`src/rtl/arinc_tx_pkg.sv`:
```
// Constants and types shared by the serial command and transmit logic
package arinc_tx_pkg;

  // ===========================================================================
  // Op codes
  localparam logic [7:0] OP_MCLR    = 8'h01;
  localparam logic [7:0] OP_DIV_WR  = 8'h07;
  localparam logic [7:0] OP_SR_RD   = 8'h0a;
  localparam logic [7:0] OP_CR_RD   = 8'h0b;
  localparam logic [7:0] OP_DIV_RD  = 8'h0c;
  localparam logic [7:0] OP_FIFO_WR = 8'h0e;
  localparam logic [7:0] OP_CR_WR   = 8'h10;
  localparam logic [7:0] OP_FIFO_CL = 8'h11;
  localparam logic [7:0] OP_SEND    = 8'h12;

  // ===========================================================================
  // Serial field ends, counted in serial clocks within the field
  localparam logic [4:0] OP_LAST   = 5'h07;
  localparam logic [4:0] DIV_LAST  = 5'h07;
  localparam logic [4:0] CR_LAST   = 5'h0f;
  localparam logic [4:0] WORD_LAST = 5'h1f;

  // ===========================================================================
  // Register fields and reset values
  localparam int CLK_SRC_SEL     = 1;
  localparam int PARITY_ENABLE   = 3;
  localparam int PARITY_SENSE    = 9;
  localparam int RATE_SELECT     = 10;
  localparam int LABEL_ORDER     = 11;
  localparam int DRIVER_OFF      = 12;
  localparam int AUTO_SEND       = 13;
  localparam int FLAG_SELECT     = 14;
  localparam logic [15:0] CONFIG_RST  = 16'h0000;
  localparam logic [7:0]  DIVISOR_RST = 8'h01;

  // ===========================================================================
  // FIFO geometry and status levels
  localparam int         WORD_BITS  = 32;
  localparam int         FIFO_DEPTH = 32;
  localparam logic [5:0] HALF_LEVEL = 6'h10;
  localparam logic [5:0] FULL_LEVEL = 6'h20;

  // ===========================================================================
  // Line timing in reference clocks, and gap length in half bits
  localparam logic [5:0] HI_HALF_LAST = 6'h04;
  localparam logic [5:0] LO_HALF_LAST = 6'h27;
  localparam logic [4:0] LAST_BIT     = 5'h1f;
  localparam logic [2:0] GAP_LAST     = 3'h7;

  typedef enum logic [1:0] {TX_IDLE, TX_BIT, TX_GAP} tx_state_t;

endpackage

```
`src/rtl/arinc_tx_spi_command_regs.sv`:
```
// Serial command decoder, configuration registers, transmit FIFO and line sequencer
`timescale 1ns/100ps

// ===========================================================================
// Word FIFO with valid/ready on both sides
module word_fifo #(
  parameter int WIDTH = 32,
  parameter int DEPTH = 32
) (
  input  wire logic                       clk,
  input  wire logic                       rst,
  input  wire logic                       flush,
  input  wire logic                       in_valid,
  input  wire logic [WIDTH-1:0]           in_data,
  output logic                            in_ready,
  output logic                            out_valid,
  output logic [WIDTH-1:0]                out_data,
  input  wire logic                       out_ready,
  output logic [$clog2(DEPTH):0]          level
);
  localparam int AW = $clog2(DEPTH);

  typedef struct packed {
    logic [DEPTH-1:0][WIDTH-1:0] mem;
    logic [AW-1:0]               wp;
    logic [AW-1:0]               rp;
    logic [AW:0]                 cnt;
  } fifo_t;

  fifo_t q;
  fifo_t d;
  logic  push;
  logic  pop;

  assign in_ready  = q.cnt < (AW+1)'(DEPTH);
  assign out_valid = q.cnt != '0;
  assign out_data  = q.mem[q.rp];
  assign level     = q.cnt;

  always_comb begin
    d    = q;
    push = in_valid & in_ready;
    pop  = out_valid & out_ready;
    if (push) begin
      d.mem[q.wp] = in_data;
      d.wp        = q.wp + AW'(1);
    end
    if (pop) begin
      d.rp = q.rp + AW'(1);
    end
    d.cnt = q.cnt + (AW+1)'(push) - (AW+1)'(pop);
    if (rst || flush) begin
      d.wp  = '0;
      d.rp  = '0;
      d.cnt = '0;
    end
  end

  always_ff @(posedge clk) begin
    q <= d;
  end

  property p_full_refuses;
    @(posedge clk) disable iff (rst)
      (q.cnt == (AW+1)'(DEPTH)) && !flush |=> q.wp == $past(q.wp);
  endproperty
  a_full_refuses: assert property (p_full_refuses) else $error("FIFO took word while full");
endmodule

// ===========================================================================
// Overview of operation
// - Op 07 stores divisor; op 0C reads it
// - Only divisors 1,2,4,8,10 give divided clock
// - Reserved test op codes shift zeros out
// - Op 0A returns 8-bit status
// - Op 0B returns 16-bit configuration
// - Op 0E words fill FIFO in order
// - Op 10 loads 16-bit configuration
// - Op 11 empties FIFO after eighth bit
// - Op 12 starts sending only without auto-send
// - Bit 1 selects direct or divided reference
// - Bit 3 makes 32nd bit parity
// - Bit 9 selects odd or even parity
// - Bit 10 selects reference/10 or /80
// - Bit 11 sets label bit order
// - Bit 12 forces line outputs to null
// - Bit 13 sends whenever FIFO holds data and chip select is high
// - Flag pin shows empty or full
// - Unused status bits read zero
// - Empty bit set when all sent
// - Half bit set at 16 words
// - Full bit set at 32 words
// - Op code and data shift MSB first
// - Read data MSB on next falling edge
// - Op 01 clears FIFO, keeps configuration
// - Words ignored while FIFO full
module arinc_tx_spi_command_regs
  import arinc_tx_pkg::*;
(
  input  wire logic clk,
  input  wire logic rst,
  input  wire logic sck,
  input  wire logic cs_n,
  input  wire logic si,
  input  wire logic aclk,
  input  wire logic master_clear,
  output logic      so,
  output logic      fifo_flag_pin,
  output logic      line_out_pos,
  output logic      line_out_neg
);

  typedef struct packed {
    logic [2:0]     sck_s;
    logic [2:0]     aclk_s;
    logic [1:0]     cs_s;
    logic [1:0]     si_s;
    logic [1:0]     mc_s;
    logic [7:0]     op;
    logic           op_done;
    logic [4:0]     cnt;
    logic           wrap;
    logic [31:0]    sh;
    logic [15:0]    rd;
    logic           so;
    logic [15:0]    transmit_config;
    logic [7:0]     ref_clock_divisor;
    logic           go;
    logic           wr_valid;
    logic [31:0]    wr_data;
    logic           flush;
    logic           abort;
    tx_state_t      st;
    logic [7:0]     dcount;
    logic [5:0]     half;
    logic [4:0]     bidx;
    logic           first;
    logic           lead;
    logic [2:0]     gap;
    logic [31:0]    tx_sh;
    logic           pos;
    logic           neg;
    logic           flag;
  } state_t;

  state_t      q;
  state_t      d;
  logic [31:0] shift_in;
  logic        rise;
  logic        fall;
  logic        cs_act;
  logic        ref_tick;
  logic        arinc_tick;
  logic        div_ok;
  logic [5:0]  half_last;
  logic        half_end;
  logic        can_send;
  logic        pop;
  logic        busy;
  logic        empty_bit;
  logic        half_bit;
  logic        full_bit;
  logic [7:0]  fifo_status;
  logic        fifo_valid;
  logic [31:0] fifo_data;
  logic [5:0]  fifo_level;

  // Puts the label in line order and, with parity enabled, fills the 32nd bit
  function automatic logic [31:0] line_order(input logic [31:0] w, input logic [15:0] c);
    logic [31:0] a;
    a = w;
    for (int i = 0; i < 8; i++) begin
      a[i] = c[LABEL_ORDER] ? w[i] : w[7-i];
    end
    if (c[PARITY_ENABLE]) begin
      a[31] = (^a[30:0]) ^ ~c[PARITY_SENSE];
    end
    return a;
  endfunction

  word_fifo #(
    .WIDTH (WORD_BITS),
    .DEPTH (FIFO_DEPTH)
  ) u_fifo (
    .clk       (clk),
    .rst       (rst),
    .flush     (q.flush),
    .in_valid  (q.wr_valid),
    .in_data   (q.wr_data),
    .in_ready  (),
    .out_valid (fifo_valid),
    .out_data  (fifo_data),
    .out_ready (pop),
    .level     (fifo_level)
  );

  assign so            = q.so;
  assign fifo_flag_pin = q.flag;
  assign line_out_pos  = q.pos;
  assign line_out_neg  = q.neg;

  always_comb begin
    d           = q;
    d.sck_s     = {q.sck_s[1:0], sck};
    d.aclk_s    = {q.aclk_s[1:0], aclk};
    d.cs_s      = {q.cs_s[0], cs_n};
    d.si_s      = {q.si_s[0], si};
    d.mc_s      = {q.mc_s[0], master_clear};
    d.wr_valid  = 1'b0;
    d.flush     = 1'b0;
    d.abort     = 1'b0;
    shift_in    = {q.sh[30:0], q.si_s[1]};
    rise        = q.sck_s[1] & ~q.sck_s[2];
    fall        = ~q.sck_s[1] & q.sck_s[2];
    cs_act      = ~q.cs_s[1];
    ref_tick    = q.aclk_s[1] & ~q.aclk_s[2];
    busy        = q.st != TX_IDLE;
    empty_bit   = (fifo_level == '0) && !busy;
    half_bit    = fifo_level >= HALF_LEVEL;
    full_bit    = fifo_level == FULL_LEVEL;
    fifo_status = {2'b00, full_bit, half_bit, empty_bit, 3'b000};

    // ===========================================================================
    // Reference clock and bit timing
    div_ok = (q.ref_clock_divisor == 8'h01) || (q.ref_clock_divisor == 8'h02)
          || (q.ref_clock_divisor == 8'h04) || (q.ref_clock_divisor == 8'h08)
          || (q.ref_clock_divisor == 8'h0a);
    arinc_tick = 1'b0;
    if (!q.transmit_config[CLK_SRC_SEL]) begin
      arinc_tick = ref_tick;
    end else if (ref_tick && div_ok) begin
      if (q.dcount >= q.ref_clock_divisor - 8'h01) begin
        d.dcount   = '0;
        arinc_tick = 1'b1;
      end else begin
        d.dcount = q.dcount + 8'h01;
      end
    end
    half_last = q.transmit_config[RATE_SELECT] ? LO_HALF_LAST : HI_HALF_LAST;
    half_end  = arinc_tick && (q.half >= half_last);
    if (arinc_tick) begin
      d.half = half_end ? '0 : q.half + 6'h01;
    end

    // ===========================================================================
    // Line sequencer
    can_send = q.transmit_config[AUTO_SEND] ? ~cs_act : q.go;
    pop      = (q.st == TX_IDLE) && can_send && fifo_valid && !q.abort;
    unique case (q.st)
      TX_IDLE: begin
        if (pop) begin
          d.tx_sh = line_order(fifo_data, q.transmit_config);
          d.st    = TX_BIT;
          d.bidx  = '0;
          d.first = 1'b1;
          d.lead  = 1'b1;
          d.half  = '0;
        end else if (!fifo_valid) begin
          d.go = 1'b0;
        end
      end
      TX_BIT: begin
        // Line stays null until the bit clock runs, so a stopped clock sends nothing
        if (q.lead) begin
          if (arinc_tick) begin
            d.lead = 1'b0;
            d.half = '0;
          end
        end else if (half_end) begin
          if (q.first) begin
            d.first = 1'b0;
          end else if (q.bidx == LAST_BIT) begin
            d.st  = TX_GAP;
            d.gap = '0;
          end else begin
            d.bidx  = q.bidx + 5'h01;
            d.tx_sh = {1'b0, q.tx_sh[31:1]};
            d.first = 1'b1;
          end
        end
      end
      TX_GAP: begin
        if (half_end) begin
          if (q.gap == GAP_LAST) begin
            d.st = TX_IDLE;
          end else begin
            d.gap = q.gap + 3'h1;
          end
        end
      end
    endcase
    if (q.abort) begin
      d.st = TX_IDLE;
      d.go = 1'b0;
    end
    d.pos  = (q.st == TX_BIT) && q.first && !q.lead
          && !q.transmit_config[DRIVER_OFF] && q.tx_sh[0];
    d.neg  = (q.st == TX_BIT) && q.first && !q.lead
          && !q.transmit_config[DRIVER_OFF] && !q.tx_sh[0];
    d.flag = q.transmit_config[FLAG_SELECT] ? full_bit : empty_bit;

    // ===========================================================================
    // Serial command port
    if (!cs_act) begin
      d.cnt     = '0;
      d.op_done = 1'b0;
      d.wrap    = 1'b0;
      d.so      = 1'b0;
    end else if (rise) begin
      d.sh  = shift_in;
      d.cnt = q.cnt + 5'h01;
      if (!q.op_done) begin
        if (q.cnt == OP_LAST) begin
          d.op      = shift_in[7:0];
          d.op_done = 1'b1;
          d.cnt     = '0;
          unique case (shift_in[7:0])
            OP_MCLR: begin
              d.flush = 1'b1;
              d.abort = 1'b1;
              d.rd    = '0;
            end
            OP_FIFO_CL: begin
              d.flush = 1'b1;
              d.rd    = '0;
            end
            OP_SEND: begin
              if (!q.transmit_config[AUTO_SEND]) begin
                d.go = 1'b1;
              end
              d.rd = '0;
            end
            OP_SR_RD:  d.rd = {fifo_status, 8'h00};
            OP_CR_RD:  d.rd = q.transmit_config;
            OP_DIV_RD: d.rd = {q.ref_clock_divisor, 8'h00};
            default:   d.rd = '0;
          endcase
        end
      end else begin
        if (q.cnt == WORD_LAST) begin
          d.wrap = 1'b1;
        end
        unique case (q.op)
          OP_DIV_WR: begin
            if (!q.wrap && q.cnt == DIV_LAST) begin
              d.ref_clock_divisor = shift_in[7:0];
            end
          end
          OP_CR_WR: begin
            if (!q.wrap && q.cnt == CR_LAST) begin
              d.transmit_config = shift_in[15:0];
            end
          end
          OP_FIFO_WR: begin
            if (q.cnt == WORD_LAST) begin
              d.wr_valid = 1'b1;
              d.wr_data  = shift_in;
            end
          end
          default: ;
        endcase
      end
    end else if (fall && q.op_done) begin
      d.so = q.rd[15];
      d.rd = {q.rd[14:0], 1'b0};
    end

    if (q.mc_s[1]) begin
      d.flush = 1'b1;
      d.abort = 1'b1;
    end

    if (rst) begin
      d                   = '0;
      d.cs_s              = '1;
      d.transmit_config   = CONFIG_RST;
      d.ref_clock_divisor = DIVISOR_RST;
      d.st                = TX_IDLE;
    end
  end

  always_ff @(posedge clk) begin
    q <= d;
  end

  // ===========================================================================
  // Checks
  property p_div_store;
    @(posedge clk) disable iff (rst)
      cs_act && rise && q.op_done && q.op == OP_DIV_WR && !q.wrap && q.cnt == DIV_LAST
      |=> q.ref_clock_divisor == $past(shift_in[7:0]);
  endproperty
  a_div_store: assert property (p_div_store) else $error("Divisor not stored");

  property p_bad_div;
    @(posedge clk) disable iff (rst)
      q.transmit_config[CLK_SRC_SEL] && !div_ok |-> !arinc_tick;
  endproperty
  a_bad_div: assert property (p_bad_div) else $error("Clock ran with bad divisor");

  property p_cr_store;
    @(posedge clk) disable iff (rst)
      cs_act && rise && q.op_done && q.op == OP_CR_WR && !q.wrap && q.cnt == CR_LAST
      |=> q.transmit_config == $past(shift_in[15:0]);
  endproperty
  a_cr_store: assert property (p_cr_store) else $error("Configuration not stored");

  property p_clear;
    @(posedge clk) disable iff (rst)
      cs_act && rise && !q.op_done && q.cnt == OP_LAST && shift_in[7:0] == OP_FIFO_CL
      |-> ##2 fifo_level == '0;
  endproperty
  a_clear: assert property (p_clear) else $error("FIFO not cleared");

  property p_send_auto;
    @(posedge clk) disable iff (rst)
      cs_act && rise && !q.op_done && q.cnt == OP_LAST && shift_in[7:0] == OP_SEND
      && q.transmit_config[AUTO_SEND] && !q.go |=> !q.go;
  endproperty
  a_send_auto: assert property (p_send_auto) else $error("Send taken in auto mode");

  property p_driver_off;
    @(posedge clk) disable iff (rst)
      q.transmit_config[DRIVER_OFF] |=> !line_out_pos && !line_out_neg;
  endproperty
  a_driver_off: assert property (p_driver_off) else $error("Line driven while off");

  property p_flag;
    @(posedge clk) disable iff (rst)
      1'b1 |=> fifo_flag_pin == $past(q.transmit_config[FLAG_SELECT] ? full_bit : empty_bit);
  endproperty
  a_flag: assert property (p_flag) else $error("Flag pin wrong");

  property p_cs_abort;
    @(posedge clk) disable iff (rst)
      !cs_act |=> q.cnt == '0 && !q.op_done && !q.wr_valid;
  endproperty
  a_cs_abort: assert property (p_cs_abort) else $error("Partial field kept");

  property p_mclr_keeps;
    @(posedge clk) disable iff (rst)
      q.abort |-> q.transmit_config == $past(q.transmit_config) ##1 q.st == TX_IDLE;
  endproperty
  a_mclr_keeps: assert property (p_mclr_keeps) else $error("Master clear misbehaved");

endmodule

```
`config.mk`:
```
export PLATFORM = sky130hd
export DESIGN_NAME = arinc_tx_spi_command_regs
export DESIGN_NICKNAME = d
export VERILOG_FILES = /design/src/rtl/arinc_tx_pkg.sv /design/src/rtl/arinc_tx_spi_command_regs.sv
export SDC_FILE = /design/constraint.sdc
export NUM_CORES = 1
export LEC_CHECK = 0
export BUFFER_PORTS_ARGS = -buffer_cell sky130_fd_sc_hd__buf_2
export CAP_MARGIN = 10
export CORE_MARGIN = 1
export CORE_UTILIZATION = 60
export DETAILED_ROUTE_END_ITERATION = 7
export PLACE_DENSITY = 0.87
export SLEW_MARGIN = 0
export SYNTH_ARGS = -nofsm -noshare
export SYNTH_HDL_FRONTEND = slang
export SYNTH_SLANG_ARGS = --single-unit
```
`constraint.sdc`:
```
create_clock -name clk -period 6.3 [get_ports clk]
set_input_delay 0 -clock clk [delete_from_list [all_inputs] [get_ports clk]]
set_output_delay 0 -clock clk [all_outputs]
set_load 0.05 [all_outputs]
```
==> results of run 1 <==
==> stage by stage <==
stage	utilization [%]	area, µm²	total power, µW
5_1_grt	67.76	53880	16150
4_1_cts	67.71	53840	15840
3_5_place_dp	62.74	49890	8951
6_report	67.76	53880	15820
2_1_floorplan	-	48550	8937
3_3_place_gp	62.74	49890	8950
==> cell families (layout without fill, tap and decap cells) <==
family / Yosys count / in the layout
buffers and inverters: 194 / 333
DFF: 1236 / 1236
AOI/OAI and AO/OA: 328 / 328
xor gates and xnor gates: 54 / 54
muxes: 366 / 366
and+or+nand+nor: 552 / 552
adders and majority gates: 43 / 43
==> flip-flops by register name (all words and copies together), names as in the netlist <==
register,count
fifo_flag_pin,1
so,1
q,192
line_out_neg,1
line_out_pos,1
u_fifo.level,6
u_fifo.q,1034
==> report_power, final <==
group	internal, µW	switching [µW]
Clock	3970	3070
Combinational	14.8	44.3
Sequential	8720	4.67
Total	12700	3120
==> what timing repair did <==
action	CTS	global route
setup buffers	0	0
endpoints found under the hold margin	92	0
hold buffers	10	0
==> area by class of cell <==
cell class / instances / area [µm²] / area share [%]
inverters: 28 / 105.1 / 0.1951
clock buffers: 165 / 3277 / 6.082
repair buffers: 86 / 704.4 / 1.307
multi-input cells: 1343 / 12890 / 23.93
clock inverters: 54 / 575.6 / 1.068
flip-flops and latches: 1236 / 35010 / 64.98
well taps: 1050 / 1314 / 2.438
==> routing by layer <==
layer,track usage [%],part of all wire (%),vias up
li1,-,-,10960
met1,41.02,34,14110
met2,48.87,47,2459
met3,7.440,13,533
met4,16.82,5.9,2
met5,0,0.010,-
==> critical path, cell delays in order (launching register included) <==
cell and delay (ns):
dfxtp_4 1.00, buf_4 0.82, mux4_2 0.43, mux4_2 0.47, mux2i_1 0.43, xnor2_1 0.18, xnor2_1 0.22, xnor2_1 0.13
xnor2_1 0.39, xnor2_1 0.18, nor4b_1 0.49, a21oi_1 0.12, o22ai_1 0.19
==> final timing paths <==
| path | slack, ns | to | depth (start not counted) | startpoint |
|---|---|---|---|---|
| hold reg to reg | 0.43 | q[190]$_SDFF_PP1_ | 1 | q[189]$_SDFF_PP1_ |
| setup reg to reg | 1.08 | q[34]$_SDFFE_PP0P_ | 12 | u_fifo.q[7]$_SDFFE_PP0P_ |
| hold / removal | 0.05 | q[189]$_SDFF_PP1_ | 3 | cs_n |
| setup / recovery | 1.08 | q[34]$_SDFFE_PP0P_ | 12 | u_fifo.q[7]$_SDFFE_PP0P_ |
==> Yosys cell counts (13+ instances only) <==
cell type and count:
nor3_1 17, dfxtp_1 212, a22oi_1 29, nor2b_1 19
buf_1 15, xnor2_1 35, o22ai_1 13, a211oi_1 31
a21oi_1 155, ha_1 42, o21ai_0 38, clkbuf_1 105
nor2_1 137, mux4_2 276, buf_2 17, mux2i_1 82
edfxtp_1 1024, nand3_1 19, nand2_1 286, inv_1 27
xor2_1 17, buf_6 18
==> results.cfg, run 1 <==
[outcome]
status = complete, no violations

[yosys]
ys.warnings.count = 0
synth_cell_types = 66
syn-num-nets = 2823
ys_seq_area_share_pct = 72.08
syn_area_per_cell_um2 = 17.51
muxShareOfSynthArea_pct = 14.78
synth_xor_xnor_area_share_pct = 1.031
synthesis.area_um2 = 48550
synth-compound-area-share_pct = 4.108
synth-main-ff-cell = edfxtp_1
synthSimpleGateAreaFrac_pct = 4.959
synth_top_family_by_area = multiplexers
synth-edff-count = 1024
postSynthCellCount = 2773
synth.ff_latch_count = 1236
synth_top_area_share_pct = 63.34
synth_top_area_cell = edfxtp_1
synth_area_leaders = edfxtp_1, mux4_2, dfxtp_1
synth_fa_ha_area_share_pct = 1.124
async_reset_ff_share_pct = 0

[routing]
routed_wl_um = 127200
wl_per_cell_um = 32.10
via_count = 28060
dr.pass1.iters = 6
drt.antenna.violating_nets = 0
routed_via_density = 7.083
drc = 0
dr.first_iter.drc_count = 4582

[power]
power_leakage_uw = 0.01663
vdd_drop_max_mv = 0.2411
cellPowerDensity_nw_per_um2 = 293.7

[timing]
layout_setup_ws_ns = 1.080
fin_tns_setup_ns = 0
maxSlewHeadroom_pct = 11.15
rsz0062_at_grt = false
period_share_pct = 82.85
hold_slack_ns = 0.05138
fmax_ghz = 0.1916
fin_skew_ns = 0.04777
tightest_slew_ns = 1.330
final-hold-violation-count = 0
post-route-min-period_ns = 5.220
setup_violations = 0
slew_viol_final = 0

[finish]
layout-drive-gt1-share_pct = 20.26
fillers = 4569
diodes = 0
nNetsFinal = 2860
most-common-layout-cells = edfxtp_1, nand2_1, mux4_2, dfxtp_1, a21oi_1
final_cells = 3962
areaGrowthSynthToFinish_pct = 10.98
mostFrequentLayoutCell = edfxtp_1

[grt]
groute.usage.overall_pct = 31.25
grt_first_pass_wirelength_um = 184300
grt_antenna_before_repair = 1
grt_max_degree = 128
grt_pass1_vias = 27810
overflow = 0

[place]
place_congestion = 0.8514
dp_cells = 3730
pre_cts_ws_ns = 1.504
io_buffers = 10
dpl.hpwl_um = 64900

[setup_path]
critPathKind = reg -> reg
cp-start-kind = flop
cp.arrival_ns = 5.83
crit_required_ns = 6.91
end_kind = flop
path_max_fanout = 58

[cts]
clockBufferDepth = 3
cts_buffers = 115
ctsResizeCount = 0
cts-htree-levels = 3
root_buffer = clkbuf_16
cts.sinks = 1236
clock_latency_ns = 0.72
path_clk_slew_ns = 0.06
cts_tree = done

[floorplan]
rows = 103
start_util_pct = 61.06
core-area_um2 = 79520
fp.dieW_um = 286.5
io_pins = 11
die-area_um2 = 82060
chipHeight_um = 286.5

[flow_run]
drv_cap = 0

[min_path]
hold_class = in -> reg
Power figures use the tool's default switching activity.
==> run 2, diff against run 1 <==
clock period = 5.4 ns   (was 6.3 ns; I/O delays follow)
==> results.cfg, run 2 (same netlist as run 1, synthesis figures left out) <==
[place]
dp_cells = 3736
dpl.hpwl_um = 65750
io_buffers = 10
place_congestion = 0.8553
pre_cts_ws_ns = 0.8954

[timing]
fin_tns_setup_ns = 0
rsz0062_at_grt = false
setup_violations = 0
fin_skew_ns = 0.04374
post-route-min-period_ns = 4.755
final-hold-violation-count = 0
maxSlewHeadroom_pct = 12.85
layout_setup_ws_ns = 0.6455
period_share_pct = 88.05
slew_viol_final = 0
tightest_slew_ns = 1.304
fmax_ghz = 0.2103

[finish]
areaGrowthSynthToFinish_pct = 11.31
layout-drive-gt1-share_pct = 20.13
mostFrequentLayoutCell = edfxtp_1
final_core_util_pct = 67.96
regMostFlops = u_fifo.q
most-common-layout-cells = edfxtp_1, nand2_1, mux4_2, dfxtp_1, a21oi_1
nNetsFinal = 2865
largest_reg_flops = 1034
fillers = 4482
final_cells = 3967

[floorplan]
start_util_pct = 61.06
die-area_um2 = 82060
chipHeight_um = 286.5
io_pins = 11
fp.dieW_um = 286.5
rows = 103
core-area_um2 = 79520

[cts]
clock_latency_ns = 0.71
ctsResizeCount = 0
cts.sinks = 1236
cts_buffers = 115
clockBufferDepth = 3
cts-htree-levels = 3
path_clk_slew_ns = 0.07
root_buffer = clkbuf_16
postCtsSetupBuffers = 0
cts_tree = done
ctsHoldBuffers = 10

[setup_path]
path_max_fanout = 33
critPathMaxStageDelay_ns = 0.73
path_buf_inv = 1
path_cells = buf_4 > mux4_1 > mux4_2 > mux2i_1 > xnor2_1 > xnor3_1 > xnor2_1 > xnor2_1 > xnor2_1 > nor4b_1 > a21oi_1 > o22ai_1
cp_common_cell = xnor2_1
cp-start-kind = flop
cp.arrival_ns = 5.35
critPathKind = reg -> reg
critical-path-top-delay-family = multiplexers
cp_slowest_cell = mux4_1
crit_required_ns = 6.00
end_kind = flop

[outcome]
status = complete, no violations

[power]
cellPowerDensity_nw_per_um2 = 344.8
power_leakage_uw = 0.01670
vdd_drop_max_mv = 0.3079
power_uw = 18630

[min_path]
hold_class = in -> reg

[routing]
dr.pass1.iters = 6
routed_wl_um = 128800
dr.first_iter.drc_count = 4266
drt.antenna.violating_nets = 0
drc = 0
routed_via_density = 7.081
via_count = 28090
wl_per_cell_um = 32.47

[grt]
grt_max_degree = 104
grt_pass1_vias = 28260
grt_antenna_before_repair = 0
groute.usage.overall_pct = 31.72
grt_first_pass_wirelength_um = 187000
overflow = 0

[flow_run]
drv_cap = 0
## run 2: per-stage QoR
stage                     instance area, µm²  hold WS, ns
after CTS                              54010       0.1110
after detailed placement               49990       0.1876
final                                  54040       0.1271
after floorplan                        48550       0.1038
after global placement                 49990       0.1856
after global routing                   54040       0.1835
## run 2: path summary, 6_finish.rpt
path                              to  depth (start not counted)  slack (ns)                startpoint
setup / recovery  q[34]$_SDFFE_PP0P_                         12        0.65  u_fifo.q[6]$_SDFFE_PP0P_
hold / removal     q[185]$_SDFF_PP0_                          3        0.13              master_clear
setup reg to reg  q[34]$_SDFFE_PP0P_                         12        0.65  u_fifo.q[6]$_SDFFE_PP0P_
hold reg to reg    q[190]$_SDFF_PP1_                          1        0.41         q[189]$_SDFF_PP1_
## run 2: layout make-up
class                      instances  area [µm²]  share of cell area [%]
timing repair buffer              91       799.5                   1.479
clock buffer                     161        3254                   6.022
tap                             1050        1314                   2.431
sequential                      1236       35010                   64.78
inverter                          28       105.1                  0.1945
clock inverter                    57       663.1                   1.227
multi-input combinational       1343       12890                   23.86
antenna                            1       2.502                0.004631
## run 2: metal layers
layer  up-vias  share of wire [%]  GRT usage, %
met5         -                  0             0
met4         0                6.3         17.89
met3       568                 13         7.846
met2      2512                 47         50.23
met1     14040                 33         40.48
li1      10970                  -             -
## run 2: power breakdown
part,internal (µW),switching [µW],leakage [µW]
Clock,4800,3590,0.00191
Sequential,10200,5.75,0.0112
Combinational,17.3,51.2,0.00359
Total,15000,3650,0.0167
## run 2: worst min-delay path: cells and delay by family
family        cells  cell delay [ns]
buf+inv           2             0.63
simple gates      1             0.13
